`src/design/acc_pkg.sv`:
```
// package for the analog comparator control block
// assumes an axi4-lite master with 32-bit data and one word per register
package acc_pkg;
   // ==========================================================
   // register byte offsets
   localparam logic [7:0] ADDR_CMP1_CTRL = 8'h00;
   localparam logic [7:0] ADDR_CMP2_CTRL = 8'h04;
   localparam logic [7:0] ADDR_CMP3_CTRL = 8'h08;
   localparam logic [7:0] ADDR_VREF_CTRL = 8'h0c;
   localparam logic [7:0] ADDR_OUTPUTS = 8'h10;
   localparam logic [7:0] ADDR_IRQ_FLAGS = 8'h14;
   localparam logic [7:0] ADDR_IRQ_ENABLES = 8'h18;
   localparam logic [7:0] ADDR_IRQ_PRIORITY = 8'h1c;
   localparam logic [7:0] ADDR_IRQ_CLEAR = 8'h20;
   // ==========================================================
   // comparator control fields
   localparam int CTL_ON = 7;
   localparam int CTL_PIN_EN = 6;
   localparam int CTL_INVERT = 5;
   localparam int CTL_EDGE_HI = 4;
   localparam int CTL_EDGE_LO = 3;
   localparam int CTL_REF_SEL = 2;
   // voltage reference fields
   localparam int VREF_ON = 7;
   localparam int VREF_PIN_EN = 6;
   localparam int VREF_SRC = 5;
   // status and flag positions
   localparam int OUT_LSB = 5;
   localparam int FLAG_EEPROM = 4;
   // ==========================================================
   // reset values
   localparam logic [7:0] RST_CTRL = 8'h00;
   localparam logic [7:0] RST_VREF = 8'h00;
   localparam logic [7:0] RST_IRQ = 8'h00;
   // event polarity and bus response encodings
   localparam logic [1:0] EDGE_NONE = 2'h0;
   localparam logic [1:0] EDGE_RISE = 2'h1;
   localparam logic [1:0] EDGE_FALL = 2'h2;
   localparam logic [1:0] EDGE_BOTH = 2'h3;
   localparam logic [1:0] RESP_OKAY = 2'h0;
   localparam logic [1:0] RESP_SLVERR = 2'h2;
endpackage : acc_pkg

```
`src/design/acc_top.sv`:
```
// comparator control and status registers on an axi4-lite slave
// assumes the analog cores give a raw result, high when positive > negative
// assumes SLEEPING and EEPROM_EVENT are synchronous to CLK
//
// Summary of operation
// result reads low when positive input is below negative input
// result reads high when positive input is above negative input
// enabled comparators and their interrupts keep working in sleep
// enabled comparator interrupt during sleep raises wake request
// software clears comparator_on before sleep to switch comparator off
// sleep and wake leave every control register untouched
// reset returns control registers to off values
// control: on, pin enable, invert, edge select, ref select, channel
// status bits 7..5 hold results of comparators three, two, one
// flags in bits 2..0, eeprom flag in bit 4
// enable bits 2..0 follow flag ordering
// priority bits 2..0 follow flag ordering
// reference: on, pin enable, source select, five-bit level
// unimplemented bits read zero
// flag sets on selected edge of result, sticky until cleared
// invert bit flips result for status and output pin
// interrupt request only while flag and enable both set
//
// Decided for this implementation: the placing of the registers and the AXI4-Lite slave port.
`timescale 1ns/1ns
module acc_top
   import acc_pkg::*;
(
   input wire logic CLK,
   input wire logic NRST,
   input wire logic [7:0] AWADDR,
   input wire logic AWVALID,
   output logic AWREADY,
   input wire logic [31:0] WDATA,
   input wire logic [3:0] WSTRB,
   input wire logic WVALID,
   output logic WREADY,
   output logic [1:0] BRESP,
   output logic BVALID,
   input wire logic BREADY,
   input wire logic [7:0] ARADDR,
   input wire logic ARVALID,
   output logic ARREADY,
   output logic [31:0] RDATA,
   output logic [1:0] RRESP,
   output logic RVALID,
   input wire logic RREADY,
   input wire logic [2:0] RAW_RESULT,
   input wire logic EEPROM_EVENT,
   input wire logic SLEEPING,
   output logic [2:0] COMP_ON,
   output logic [2:0] REF_SEL,
   output logic [5:0] CHANNEL_SEL,
   output logic [2:0] RESULT_PIN,
   output logic [2:0] RESULT_PIN_OE,
   output logic REF_ON,
   output logic REF_PIN_EN,
   output logic REF_SRC_SEL,
   output logic [4:0] REF_LEVEL,
   output logic [2:0] IRQ_PRIORITY,
   output logic IRQ,
   output logic WAKE
);
   // ==========================================================
   // state
   logic [7:0] ctrl [3];
   logic [7:0] next_ctrl [3];
   logic [7:0] vref, next_vref;
   logic [2:0] flag, next_flag;
   logic eeprom_flag, next_eeprom_flag;
   logic [2:0] ien, next_ien;
   logic eeprom_ien, next_eeprom_ien;
   logic [2:0] prio, next_prio;
   logic eeprom_prio, next_eeprom_prio;
   logic [2:0] result, next_result;
   logic [2:0] prev_result;
   logic [2:0] next_prev_result;
   logic result_valid, next_result_valid;
   logic aw_held, next_aw_held, w_held, next_w_held;
   logic [7:0] aw_addr, next_aw_addr;
   logic [31:0] w_data, next_w_data;
   logic [3:0] w_strb, next_w_strb;
   logic bvalid, next_bvalid;
   logic [1:0] bresp, next_bresp;
   logic rvalid, next_rvalid;
   logic [1:0] rresp, next_rresp;
   logic [31:0] rdata, next_rdata;
   logic do_write;
   logic [2:0] edge_hit;

   // ==========================================================
   // helpers
   // the clear register counts as mapped, so writes to it answer OKAY
   function automatic logic mapped(input logic [7:0] a);
      mapped = (a == ADDR_CMP1_CTRL) || (a == ADDR_CMP2_CTRL) ||
               (a == ADDR_CMP3_CTRL) || (a == ADDR_VREF_CTRL) ||
               (a == ADDR_OUTPUTS) || (a == ADDR_IRQ_FLAGS) ||
               (a == ADDR_IRQ_ENABLES) || (a == ADDR_IRQ_PRIORITY) ||
               (a == ADDR_IRQ_CLEAR);
   endfunction : mapped

   // edges are looked for on the reported result, after inversion,
   // so the invert bit also flips which edge a rise select catches
   function automatic logic edge_seen(input logic [1:0] sel,
                                      input logic prev, input logic cur);
      unique case (sel)
         EDGE_NONE: edge_seen = 1'b0;
         EDGE_RISE: edge_seen = !prev && cur;
         EDGE_FALL: edge_seen = prev && !cur;
         EDGE_BOTH: edge_seen = prev != cur;
      endcase
   endfunction : edge_seen

   // ==========================================================
   // comparator result path
   // result keeps running regardless of SLEEPING; only comparator_on gates it
   always_comb begin
      for (int i = 0; i < 3; i++) begin
         // raw high means positive above negative, low means below
         next_result[i] = ctrl[i][CTL_ON] &&
                          (RAW_RESULT[i] ^ ctrl[i][CTL_INVERT]);
      end
      next_result_valid = 1'b1;
      next_prev_result = result;
   end

   always_ff @(posedge CLK or negedge NRST) begin
      if (!NRST) begin
         result <= 3'h0;
         prev_result <= 3'h0;
         result_valid <= 1'b0;
      end else begin
         result <= next_result;
         prev_result <= next_prev_result;
         result_valid <= next_result_valid;
      end
   end

   always_comb begin
      for (int i = 0; i < 3; i++) begin
         // edge on the reported result, never at the first cycle after reset
         // prev_result resets to zero, the level an off comparator shows
         edge_hit[i] = result_valid && ctrl[i][CTL_ON] &&
                       edge_seen(ctrl[i][CTL_EDGE_HI:CTL_EDGE_LO],
                                 prev_result[i], result[i]);
      end
   end

   // ==========================================================
   // axi write channel
   // address and data may come in either order; each is parked until the
   // other arrives, and nothing new is taken while a response stands
   assign do_write = aw_held && w_held && !bvalid;

   always_comb begin
      next_aw_held = aw_held;
      next_aw_addr = aw_addr;
      next_w_held = w_held;
      next_w_data = w_data;
      next_w_strb = w_strb;
      next_bvalid = bvalid;
      next_bresp = bresp;
      if (AWVALID && AWREADY) begin
         next_aw_held = 1'b1;
         next_aw_addr = AWADDR;
      end
      if (WVALID && WREADY) begin
         next_w_held = 1'b1;
         next_w_data = WDATA;
         next_w_strb = WSTRB;
      end
      if (do_write) begin
         next_aw_held = 1'b0;
         next_w_held = 1'b0;
         next_bvalid = 1'b1;
         next_bresp = mapped(aw_addr) ? RESP_OKAY : RESP_SLVERR;
      end
      if (bvalid && BREADY) begin
         next_bvalid = 1'b0;
      end
   end

   // ==========================================================
   // register file; SLEEPING never touches it
   // so a wake always finds the control registers as software left them
   always_comb begin
      next_ctrl = ctrl;
      next_vref = vref;
      next_ien = ien;
      next_eeprom_ien = eeprom_ien;
      next_prio = prio;
      next_eeprom_prio = eeprom_prio;
      next_flag = flag;
      next_eeprom_flag = eeprom_flag;
      // only the low byte lane carries register bits
      if (do_write && w_strb[0]) begin
         unique case (aw_addr)
            ADDR_CMP1_CTRL: next_ctrl[0] = w_data[7:0];
            ADDR_CMP2_CTRL: next_ctrl[1] = w_data[7:0];
            ADDR_CMP3_CTRL: next_ctrl[2] = w_data[7:0];
            ADDR_VREF_CTRL: next_vref = w_data[7:0];
            ADDR_IRQ_ENABLES: begin
               next_ien = w_data[2:0];
               next_eeprom_ien = w_data[FLAG_EEPROM];
            end
            ADDR_IRQ_PRIORITY: begin
               next_prio = w_data[2:0];
               next_eeprom_prio = w_data[FLAG_EEPROM];
            end
            // write-one-to-clear, so clearing one flag cannot lose another
            ADDR_IRQ_CLEAR: begin
               next_flag = flag & ~w_data[2:0];
               next_eeprom_flag = eeprom_flag & !w_data[FLAG_EEPROM];
            end
            default: ;
         endcase
      end
      // set after clear so an event in the clearing cycle survives
      next_flag = next_flag | edge_hit;
      next_eeprom_flag = next_eeprom_flag | EEPROM_EVENT;
   end

   always_ff @(posedge CLK or negedge NRST) begin
      if (!NRST) begin
         // off values: every comparator and the reference switched off
         for (int i = 0; i < 3; i++) begin
            ctrl[i] <= RST_CTRL;
         end
         vref <= RST_VREF;
         flag <= RST_IRQ[2:0];
         eeprom_flag <= 1'b0;
         ien <= RST_IRQ[2:0];
         eeprom_ien <= 1'b0;
         prio <= RST_IRQ[2:0];
         eeprom_prio <= 1'b0;
         aw_held <= 1'b0;
         aw_addr <= 8'h00;
         w_held <= 1'b0;
         w_data <= 32'h0000_0000;
         w_strb <= 4'h0;
         bvalid <= 1'b0;
         bresp <= RESP_OKAY;
      end else begin
         ctrl <= next_ctrl;
         vref <= next_vref;
         flag <= next_flag;
         eeprom_flag <= next_eeprom_flag;
         ien <= next_ien;
         eeprom_ien <= next_eeprom_ien;
         prio <= next_prio;
         eeprom_prio <= next_eeprom_prio;
         aw_held <= next_aw_held;
         aw_addr <= next_aw_addr;
         w_held <= next_w_held;
         w_data <= next_w_data;
         w_strb <= next_w_strb;
         bvalid <= next_bvalid;
         bresp <= next_bresp;
      end
   end

   // ==========================================================
   // axi read channel, one cycle after the address is taken
   // ARREADY is low while an answer stands, so back-to-back reads lose
   // one idle cycle each; traded for a single read data register
   always_comb begin
      next_rvalid = rvalid;
      next_rresp = rresp;
      next_rdata = rdata;
      if (ARVALID && ARREADY) begin
         next_rvalid = 1'b1;
         next_rresp = mapped(ARADDR) ? RESP_OKAY : RESP_SLVERR;
         next_rdata = 32'h0000_0000;
         unique case (ARADDR)
            ADDR_CMP1_CTRL: next_rdata[7:0] = ctrl[0];
            ADDR_CMP2_CTRL: next_rdata[7:0] = ctrl[1];
            ADDR_CMP3_CTRL: next_rdata[7:0] = ctrl[2];
            ADDR_VREF_CTRL: next_rdata[7:0] = vref;
            ADDR_OUTPUTS: next_rdata[7:OUT_LSB] =
               {result[2], result[1], result[0]};
            ADDR_IRQ_FLAGS: begin
               next_rdata[2:0] = flag;
               next_rdata[FLAG_EEPROM] = eeprom_flag;
            end
            ADDR_IRQ_ENABLES: begin
               next_rdata[2:0] = ien;
               next_rdata[FLAG_EEPROM] = eeprom_ien;
            end
            ADDR_IRQ_PRIORITY: begin
               next_rdata[2:0] = prio;
               next_rdata[FLAG_EEPROM] = eeprom_prio;
            end
            default: ; // clear register and holes read zero
         endcase
      end else if (rvalid && RREADY) begin
         next_rvalid = 1'b0;
      end
   end

   always_ff @(posedge CLK or negedge NRST) begin
      if (!NRST) begin
         rvalid <= 1'b0;
         rresp <= RESP_OKAY;
         rdata <= 32'h0000_0000;
      end else begin
         rvalid <= next_rvalid;
         rresp <= next_rresp;
         rdata <= next_rdata;
      end
   end

   // ==========================================================
   // outputs
   assign AWREADY = !aw_held && !bvalid;
   assign WREADY = !w_held && !bvalid;
   assign BVALID = bvalid;
   assign BRESP = bresp;
   assign ARREADY = !rvalid;
   assign RVALID = rvalid;
   assign RRESP = rresp;
   assign RDATA = rdata;

   always_comb begin
      for (int i = 0; i < 3; i++) begin
         COMP_ON[i] = ctrl[i][CTL_ON];
         REF_SEL[i] = ctrl[i][CTL_REF_SEL];
         CHANNEL_SEL[2*i +: 2] = ctrl[i][1:0];
         // the pin is driven only while the comparator is on, so a core
         // that is switched off never fights whatever else owns the pad
         RESULT_PIN_OE[i] = ctrl[i][CTL_ON] && ctrl[i][CTL_PIN_EN];
      end
   end
   assign RESULT_PIN = result;
   assign REF_ON = vref[VREF_ON];
   assign REF_PIN_EN = vref[VREF_PIN_EN];
   assign REF_SRC_SEL = vref[VREF_SRC];
   assign REF_LEVEL = vref[4:0];
   assign IRQ_PRIORITY = prio;
   // the eeprom flag shares the register but not this request line
   assign IRQ = |(flag & ien);
   // wake is the same request, qualified by sleep
   // a flag left pending before sleep therefore wakes the core at once
   assign WAKE = SLEEPING && |(flag & ien);
endmodule : acc_top

```
`config.mk`:
```
export PLATFORM = sky130hd
export DESIGN_NAME = acc_top
export DESIGN_NICKNAME = d
export VERILOG_FILES = /design/src/design/acc_pkg.sv /design/src/design/acc_top.sv
export SDC_FILE = /design/constraint.sdc
export NUM_CORES = 1
export LEC_CHECK = 0
export ABC_CLOCK_PERIOD_IN_PS = 3460
export BUFFER_PORTS_ARGS = -buffer_cell sky130_fd_sc_hd__buf_2
export CAP_MARGIN = 5
export CELL_PAD_IN_SITES_DETAIL_PLACEMENT = 0
export CELL_PAD_IN_SITES_GLOBAL_PLACEMENT = 2
export CORE_MARGIN = 2
export CORE_UTILIZATION = 35
export DETAILED_ROUTE_END_ITERATION = 16
export PLACE_DENSITY_LB_ADDON = 0.12
export SYNTH_ARGS = -nofsm -noshare
export SYNTH_HDL_FRONTEND = slang
export SYNTH_SLANG_ARGS = --single-unit
export TNS_END_PERCENT = 1
```
`constraint.sdc`:
```
create_clock -name CLK -period 3.46 [get_ports CLK]
set_clock_uncertainty 0.1 [all_clocks]
set_input_delay 0.692 -clock CLK [delete_from_list [all_inputs] [get_ports CLK]]
set_output_delay 0.692 -clock CLK [all_outputs]
set_load 0.01 [all_outputs]
```
==> summary.txt, run 1 <==
Power and ir drop
  – Clock power frac: 0.343
  – NetSw: around 0.88 mW
  – Net Sw Frac: 0.296
  – Peak supply drop: just over 0.3 mV
  – Leakage Power: around 2.4 nW
  – Register share of total power: 0.473
  – Combinational Power Share: 0.184
  – Cell-internal power: 2.09 mW
  – Power per Cell Area: 624 nW/um^2

Floorplan
  – Starting Density: 0.357
  – Die Y-Extent: between 100 and 150 um
  – DIE AREA: around 13000 um^2
  – # rows: 39
  – Die outline width: around 110 um
  – Core ar.: ~11000 um^2
  – Ports: 136

Synthesis
  – Mapped Area: around 4100 um^2
  – Gate Count Post-Synth: roughly 320
  – Syn. warnings: 0
  – FF+latch count, synth: 82
  – Seq/Total Area, Yosys: 0.503
  – Mean Syn Cell Area: ~13 um^2
  – Ys async rst share: 1.00
  – Post-synth EDFFs: 0
  – Synth cell types: 46
  – Ys flop type: dfrtp_1

Critical path
  – Setup crit end kind: primary output
  – Crit. Startpoint: flag[1]
  – Levels on crit path: 3
  – Worst-path cell chain: a222oi_1 > nor2b_1 > buf_2
  – CP Max Fanout: 3
  – Largest stage delay on the critical path: 490 ps
  – CP max stage cell: a222oi_1
  – R2R Setup Slk: between 1000 and 1500 ps
  – Reg2reg end: vref[2]
  – Crit path arrival time: about 1500 ps
  – Setup crit end: WAKE
  – Worst r2r src: aw_addr[1]
  – R2R depth: 4
  – Cell family with most CP delay: compound AO/OA/AOI/OAI gates
  – Startpoint types: flop
  – Critical path type: reg2out
  – Required @ worst endpoint: 2670 ps
  – Bufs and invs on worst path: 1

Cells and area
  – Layout cells sized above 1: 0.436
  – Syn-to-layout area delta: 16.7%
  – Ant diodes: 0
  – Most common cell after layout, fill and taps aside: dfrtp_1
  – Final Instance Count excl. Fillers: approximately 540
  – Most frequent cells in the layout: 82 x dfrtp_1, 81 x buf_2, 59 x mux2_2, 27 x conb_1, 14 x o21ai_0
  – Final #Nets: approximately 470
  – Final core utilization: 0.417

Routing
  – ANT nets after route: 0
  – WL final: 9240 um
  – Vias per cell: ~4.9
  – Drt pass-1 iters: 4
  – DR iter-0 viols: between 50 and 60
  – Vias post-DR: between 2000 and 3000
  – Wire length per cell: approximately 17 um
  – DRC: 0

Timing
  – Final period util: 0.656
  – Hold WS: ~230 ps
  – Slew Limit Fails: 0
  – Worst-margin pin slew: 761 ps
  – Min cycle time layout: 2270 ps
  – Max-slew headroom: 0.489
  – Fmax: between 400 and 500 MHz
  – Final setup fails: 0
  – Fin. Hold Viols: 0
  – Setup TNS: 0 ps
  – Worst setup margin: approximately 1200 ps
  – RSZ-0062 raised after global routing: no

Clocking
  – CTS tree: yes
  – Maximum clock insertion buffer count: 2
  – Clock latency on the worst-skew pair: about 340 ps
  – Post_cts resized: 0
  – Worst-path clk slew: roughly 60 ps
  – Clock Sinks: 82
  – Root Buffer: clkbuf_16
  – Hold buffers post-CTS: 0
  – H-tree depth: 3
  – Post-CTS setup buffer count: 0
  – CTS Buf Count: 9

GRT
  – Global-route wire length before repair: ~15000 um
  – Pin count of the biggest net entering global routing: 40
  – Vias in the first global route: between 2000 and 3000
  – Grt ovf: 0
  – Initial antenna violation count: 0
  – GR Util All Layers: 0.155

Place
  – DP HPWL: just under 7000 um
  – Pre-CTS setup slack: between 900 and 1000 ps
  – Placed cell count: ~530
  – Port-buffer cells: around 80
  – Final GP Congestion: about 0.73

Job
  – Max-cap violations: 0

Worst hold path
  – Worst min path class: in2async

Outcome
  – Outcome: completed
[Yosys cell counts, types with 4 or more instances]
library cell / n / share of area
o21ai_0: 14 / 0.017
mux2_2: 59 / 0.16
buf_4: 38 / 0.070
and2_1: 8 / 0.012
a21oi_1: 4 / 0.0049
nor2_1: 6 / 0.0055
a32oi_1: 4 / 0.0086
nand3_1: 9 / 0.011
mux4_2: 7 / 0.039
inv_1: 11 / 0.010
dfrtp_1: 82 / 0.50
clkbuf_1: 5 / 0.0046
nor2b_1: 7 / 0.011
nand2_1: 12 / 0.011
ha_1: 6 / 0.018
a32o_1: 6 / 0.015
[through the flow]
step | power [mW] | area [um^2]
6_report | 2.97 | 4760
5_1_grt | 3.14 | 4760
4_1_cts | 3.02 | 4760
3_5_place_dp | 1.99 | 4450
3_3_place_gp | 1.97 | 4450
2_1_floorplan | 1.80 | 4180
[cells by family after synthesis]
group           synth area share
buf+inv                   0.0926
simple gates               0.111
compound gates            0.0607
flops                      0.503
fa+ha+maj                 0.0184
xor+xnor                 0.00644
mux                        0.206
other cells              0.00184
[final cells by class]
cell class / instances / area, um^2
inverter: 11 / 41.3
sequential: 82 / 2050
tap: 143 / 179
clock inverter: 6 / 80.1
clock buffer: 10 / 239
multi-input combinational: 208 / 1750
timing repair buffer: 84 / 428
fill: 1120 / 6650
[metal layers]
layer  share of wire  global-route usage  wire length (um)
met3           0.050              0.0338               458
met1            0.48               0.217              4450
met5               0                   0                 0
met4           0.019              0.0659               180
met2            0.45               0.232              4150
[how the worst min path moves through the flow]
stage                          end  slack [ps]
global placement    prev_result[1]         360
detailed placement        RDATA[6]         360
finish                     vref[0]         230
floorplan                 BRESP[1]         300
global route               vref[0]         270
CTS                        vref[0]         240
[state kept, by name, indices dropped and copies added (netlist names), 3 cells and up]
name          count
RDATA             8
IRQ_PRIORITY      3
w_data            8
ctrl             12
REF_SEL           3
aw_addr           8
RESULT_PIN        3
CHANNEL_SEL       6
COMP_ON           3
vref              8
ien               3
prev_result       3
flag              3
[power groups by stage]
stage | clock network, mW | registers, mW | logic, mW
after floorplan | 0 | 1.33 | 0.464
after global placement | 0 | 1.42 | 0.549
after detailed placement | 0 | 1.43 | 0.559
after CTS | 1.05 | 1.41 | 0.559
after global routing | 1.09 | 1.45 | 0.607
final | 1.02 | 1.41 | 0.546
[worst register-to-register path, delay by kind of cell (launching register included)]
family           cells  cell delay [ps]
and+or+nand+nor      3             1190
DFF                  1              390
muxes                1              410
(Power assumes the default switching activity.)
==> run 2: changes to the inputs <==
- ABC_CLOCK_PERIOD_IN_PS: 3460 -> 2000
- CORE_UTILIZATION: 35 -> 29
- clock period: 3.46 -> 2 ns (I/O delays scaled with it)
==> run 2 against run 1 <==
  * Power up 74%
  * Sequential power is 68% higher
  * Final area up 6.9%
  * Critical path depth did not move
  * Global-route usage fell by 0.82 points
  * Sequential share of layout area decreased by 2.8 points
  * Die area rose by 20%
  * Non-clock buffer count is 29 higher
  * Clock power is 60% higher
  * Largest power group unchanged
  * Cell count is 12% higher
==> summary.txt, run 2 (synthesized netlist as in run 1, its figures left out) <==
Power and ir drop
  – Combinational Power Share: 0.228
  – NetSw: about 1.6 mW
  – Peak supply drop: between 0.5 and 0.6 mV
  – Net Sw Frac: 0.306
  – Cell-internal power: roughly 3.6 mW
  – Clock power frac: 0.314
  – Leakage Power: 2.55 nW
  – Register share of total power: 0.458
  – Power per Cell Area: about 1000 nW/um^2

Routing
  – Wire length per cell: 16.6 um
  – Drt pass-1 iters: 4
  – Vias post-DR: around 2800
  – Vias per cell: between 4 and 5
  – ANT nets after route: 0
  – WL final: between 10000 and 15000 um
  – DRC: 0
  – DR iter-0 viols: 100

Clocking
  – CTS tree: yes
  – Root Buffer: clkbuf_16
  – Clock Sinks: 82
  – CTS Buf Count: 9
  – Maximum clock insertion buffer count: 2
  – Post-CTS setup buffer count: 0
  – Worst-path clk slew: ~60 ps
  – H-tree depth: 3
  – Clock latency on the worst-skew pair: 330 ps

Cells and area
  – Final instance area: 5090 um^2
  – Fillers: 1398
  – Layout cells sized above 1: 0.471
  – Most common cell after layout, fill and taps aside: dfrtp_1
  – Max FFs per register: 12
  – Most frequent cells in the layout: 82 x dfrtp_1, 81 x buf_2, 57 x mux2_2, 27 x conb_1, 25 x buf_4
  – Reg with most FFs: ctrl
  – Ant diodes: 0
  – Syn-to-layout area delta: 24.8%
  – Final #Nets: slightly below 500

Place
  – DP HPWL: roughly 7600 um
  – Final GP Congestion: 0.716
  – Placed instance area: about 4800 um^2
  – Port-buffer cells: just over 80

Timing
  – RSZ-0062 raised after global routing: yes
  – Slew Limit Fails: 0
  – Final period util: 0.971
  – Setup TNS: 0 ps
  – Min cycle time layout: 1940 ps
  – Fin. Hold Viols: 0
  – Final setup fails: 0
  – Fmax: just over 500 MHz
  – Hold WS: 148 ps

GRT
  – Initial antenna violation count: 0
  – Global-route wire length before repair: 16000 um
  – GR Util All Layers: 0.146
  – Grt ovf: 0
  – Pin count of the biggest net entering global routing: 31
  – Vias in the first global route: 2759

Critical path
  – CP max stage cell: a222oi_1
  – CP Max Fanout: 3
  – Worst-path cell chain: a222oi_1 > nor2b_1 > buf_2
  – Setup crit end kind: primary output
  – Crit path arrival time: around 1400 ps
  – Startpoint types: flop
  – Cell family with most CP delay: compound AO/OA/AOI/OAI gates
  – Bufs and invs on worst path: 1
  – Critical path type: reg2out
  – Required @ worst endpoint: roughly 1500 ps
  – Largest stage delay on the critical path: approximately 470 ps

Floorplan
  – DIE AREA: ~15000 um^2
  – # rows: 43
  – Die outline width: about 120 um
  – Die Y-Extent: roughly 120 um
  – Core ar.: 13800 um^2
  – Starting Density: 0.295
  – Ports: roughly 140

Job
  – Max-cap violations: 0

Worst hold path
  – Worst min path class: in2reg

Outcome
  – Outcome: completed
==> run 2: cell types whose count changed in the layout (fill, tap and decap cells not counted), moves of 2 or more <==
cell      change
buf_4        +22
buf_12        +5
clkbuf_1      +2
clkinv_2      -2
mux2_2        -2
mux2_4        +2
==> run 2: power by group through the flow <==
stage          registers [mW]  logic, mW  clock network [mW]
4_1_cts                  2.38       1.18                1.68
6_report                 2.37       1.18                1.63
3_3_place_gp             2.39       1.15                   0
5_1_grt                  2.44       1.32                1.75
2_1_floorplan            2.31      0.803                   0
3_5_place_dp             2.40       1.17                   0
==> run 2: layout make-up <==
type / instances / area, um^2 / share of cell area
flip-flops and latches: 82 / 2050 / 0.403
multi-input cells: 208 / 1780 / 0.348
repair buffers: 113 / 714 / 0.140
clock buffers: 12 / 246 / 0.0484
well taps: 180 / 225 / 0.0442
inverters: 11 / 41.3 / 0.00810
clock inverters: 3 / 40.0 / 0.00786
==> run 2: repair_timing <==
action,in CTS,in global routing
pin swaps,0,4
gates resized for setup,1,6
hold buffers,1,0
endpoints found under the hold margin,26,0
setup endpoints to repair,11,37
==> run 2: path summary, 6_finish.rpt <==
check	startpoint	to	slack (ps)	cells past startpoint
hold reg to reg	RRESP[1]	RRESP[1]	380	2
hold / removal	RREADY	RVALID	150	2
max in group asynchronous	NRST	RDATA[2]	820	3
min in group asynchronous	NRST	w_data[2]	450	2
setup / recovery	flag[1]	WAKE	60	3
setup reg to reg	aw_addr[1]	ien[0]	60	6
==> run 2: worst reg2reg max path, delay by kind of cell, from the launching register on <==
| kind | cells | cell delay (ps) |
|---|---|---|
| AND/OR/NAND/NOR | 3 | 670 |
| flip-flops | 1 | 400 |
| multiplexers | 1 | 330 |
| buffers and inverters | 2 | 330 |
==> run 2: routing by layer <==
layer | part of all wire | track usage
met5 | 0 | 0
met4 | 0.017 | 0.0647
met3 | 0.038 | 0.0293
met2 | 0.48 | 0.226
met1 | 0.47 | 0.199
==> run 2: metrics by stage <==
step                      power, mW  setup slack [ps]  instances  utilization
after floorplan                3.11               100        348            -
after global placement         3.54             -5.78        593        0.345
after detailed placement       3.57             -18.7        593        0.345
after CTS                      5.24              1.34        609        0.366
after global routing           5.51             -65.2        609        0.368
final                          5.18              57.0        609        0.368
==> run 3: changes to the inputs <==
- RECOVER_POWER: unset -> 50
==> run 3 against run 2 <==
  * Global-route usage unchanged
  * Sequential power about the same
  * Combinational power about the same
  * Register-to-register slack about the same
  * Final area down 0.74%
  * Power down 0.33%
  * Clock-buffer cell count unchanged
  * Highest routed layer unchanged
==> summary.txt, run 3 (synthesized netlist as in run 1, its figures left out) <==
Routing
  – Drt pass-1 iters: 4
  – WL final: 10200 um
  – DRC: 0
  – ANT nets after route: 0
  – Vias post-DR: roughly 2800
  – DR iter-0 viols: about 110
  – Wire length per cell: ~17 um
  – Vias per cell: 4.59

Critical path
  – Crit path arrival time: between 2000 and 2500 ps
  – Startpoint types: flop
  – Setup crit end kind: flop
  – CP Max Fanout: 4
  – Required @ worst endpoint: around 2100 ps
  – Critical path type: reg2reg

Timing
  – Worst-margin pin slew: 811 ps
  – Fmax: ~500 MHz
  – Min cycle time layout: between 1500 and 2000 ps
  – Max-slew headroom: 0.459
  – Final period util: 0.971
  – Setup TNS: 0 ps
  – Worst setup margin: between 50 and 60 ps
  – Fin. Hold Viols: 0
  – RSZ-0062 raised after global routing: yes
  – Slew Limit Fails: 0
  – Final setup fails: 0

Place
  – Pre-CTS setup slack: -18.7 ps
  – Port-buffer cells: 82
  – DP HPWL: ~7600 um
  – Final GP Congestion: 0.716

Clocking
  – CTS Buf Count: 9
  – Worst-path clk slew: approximately 60 ps
  – CTS tree: yes
  – Root Buffer: clkbuf_16
  – Clock Sinks: 82
  – H-tree depth: 3
  – Clock latency on the worst-skew pair: about 340 ps
  – Maximum clock insertion buffer count: 2
  – Post-CTS setup buffer count: 0

GRT
  – Vias in the first global route: about 2800
  – Grt ovf: 0
  – Global-route wire length before repair: 16000 um
  – Pin count of the biggest net entering global routing: 31
  – Initial antenna violation count: 0
  – GR Util All Layers: 0.146

Power and ir drop
  – Peak supply drop: about 0.55 mV
  – Clock power frac: 0.315
  – Register share of total power: 0.460
  – Cell-internal power: 3.58 mW
  – Combinational Power Share: 0.225
  – Leakage Power: approximately 2.5 nW
  – Net Sw Frac: 0.307
  – NetSw: about 1.6 mW
  – Power per Cell Area: roughly 1000 nW/um^2

Cells and area
  – Layout cells sized above 1: 0.462
  – Reg with most FFs: ctrl
  – Max FFs per register: 12
  – Syn-to-layout area delta: 23.9%
  – Most common cell after layout, fill and taps aside: dfrtp_1
  – Ant diodes: 0
  – Most frequent cells in the layout: 82 x dfrtp_1, 81 x buf_2, 57 x mux2_2, 27 x conb_1, 17 x buf_4
  – Final #Nets: between 400 and 500
  – Fillers: 1403

Floorplan
  – Ports: ~140
  – DIE AREA: 15000 um^2
  – Starting Density: 0.295
  – # rows: 43
  – Die outline width: 123 um
  – Die Y-Extent: 123 um
  – Core ar.: ~14000 um^2

Outcome
  – Outcome: completed

Worst hold path
  – Worst min path class: in2reg

Job
  – Max-cap violations: 0
## run 3: area by class of cell
class / count / area (um^2) / area share
Clock inverter: 3 / 40.0 / 0.00792
Tap cell: 180 / 225 / 0.0445
Clock buffer: 12 / 246 / 0.0487
Timing Repair Buffer: 113 / 677 / 0.134
Multi-Input combinational cell: 208 / 1780 / 0.351
Inverter: 11 / 41.3 / 0.00816
Sequential cell: 82 / 2050 / 0.406
## run 3: routing by layer
| layer | global-route usage | share of wire | vias to the layer above |
|---|---|---|---|
| li1 | - | - | 1314 |
| met1 | 0.199 | 0.48 | 1403 |
| met2 | 0.226 | 0.47 | 69 |
| met3 | 0.0293 | 0.034 | 10 |
| met4 | 0.0647 | 0.017 | 0 |
| met5 | 0 | 0 | - |
## run 3: power groups by stage
stage | registers, mW | logic (mW) | clock network [mW]
3_3_place_gp | 2.39 | 1.15 | 0
6_report | 2.37 | 1.16 | 1.63
5_1_grt | 2.44 | 1.30 | 1.75
2_1_floorplan | 2.31 | 0.803 | 0
4_1_cts | 2.38 | 1.18 | 1.68
3_5_place_dp | 2.40 | 1.17 | 0
## run 3: worst max-delay path, cell delays in order, from the launching register on
cell and delay [ps]:
dfrtp_1 400, nor4_2 260, buf_4 150, nand4_1 170, nor4b_4 240, buf_4 180
mux2_2 330
## run 3: per-stage QoR
| stage | std cells | power, mW | area (um^2) | hold slack [ps] | utilization |
|---|---|---|---|---|---|
| 3_3_place_gp | 593 | 3.54 | 4760 | 276 | 0.345 |
| 3_5_place_dp | 593 | 3.57 | 4760 | 280 | 0.345 |
| 6_report | 609 | 5.16 | 5060 | 147 | 0.366 |
| 4_1_cts | 609 | 5.24 | 5070 | 137 | 0.366 |
| 2_1_floorplan | 348 | 3.11 | 4180 | 4.41 | - |
| 5_1_grt | 609 | 5.49 | 5060 | 141 | 0.366 |
## run 3: what timing repair did
item,4_1_cts,5_1_grt
endpoints found under the hold margin,26,0
setup endpoints to repair,11,37
gates resized for setup,1,6
pin swaps,0,4
hold buffers,1,0
## run 3: path summary, 6_finish.rpt
kind                              from           to  slack [ps]  cells after the start
max                         aw_addr[1]       ien[0]          60                      6
min reg2reg                eeprom_flag  eeprom_flag         380                      1
min in group asynchronous         NRST    w_data[2]         590                      2
min                             BREADY       BVALID         150                      2
max reg2reg                 aw_addr[1]       ien[0]          60                      6
max in group asynchronous         NRST    w_data[7]         270                      3
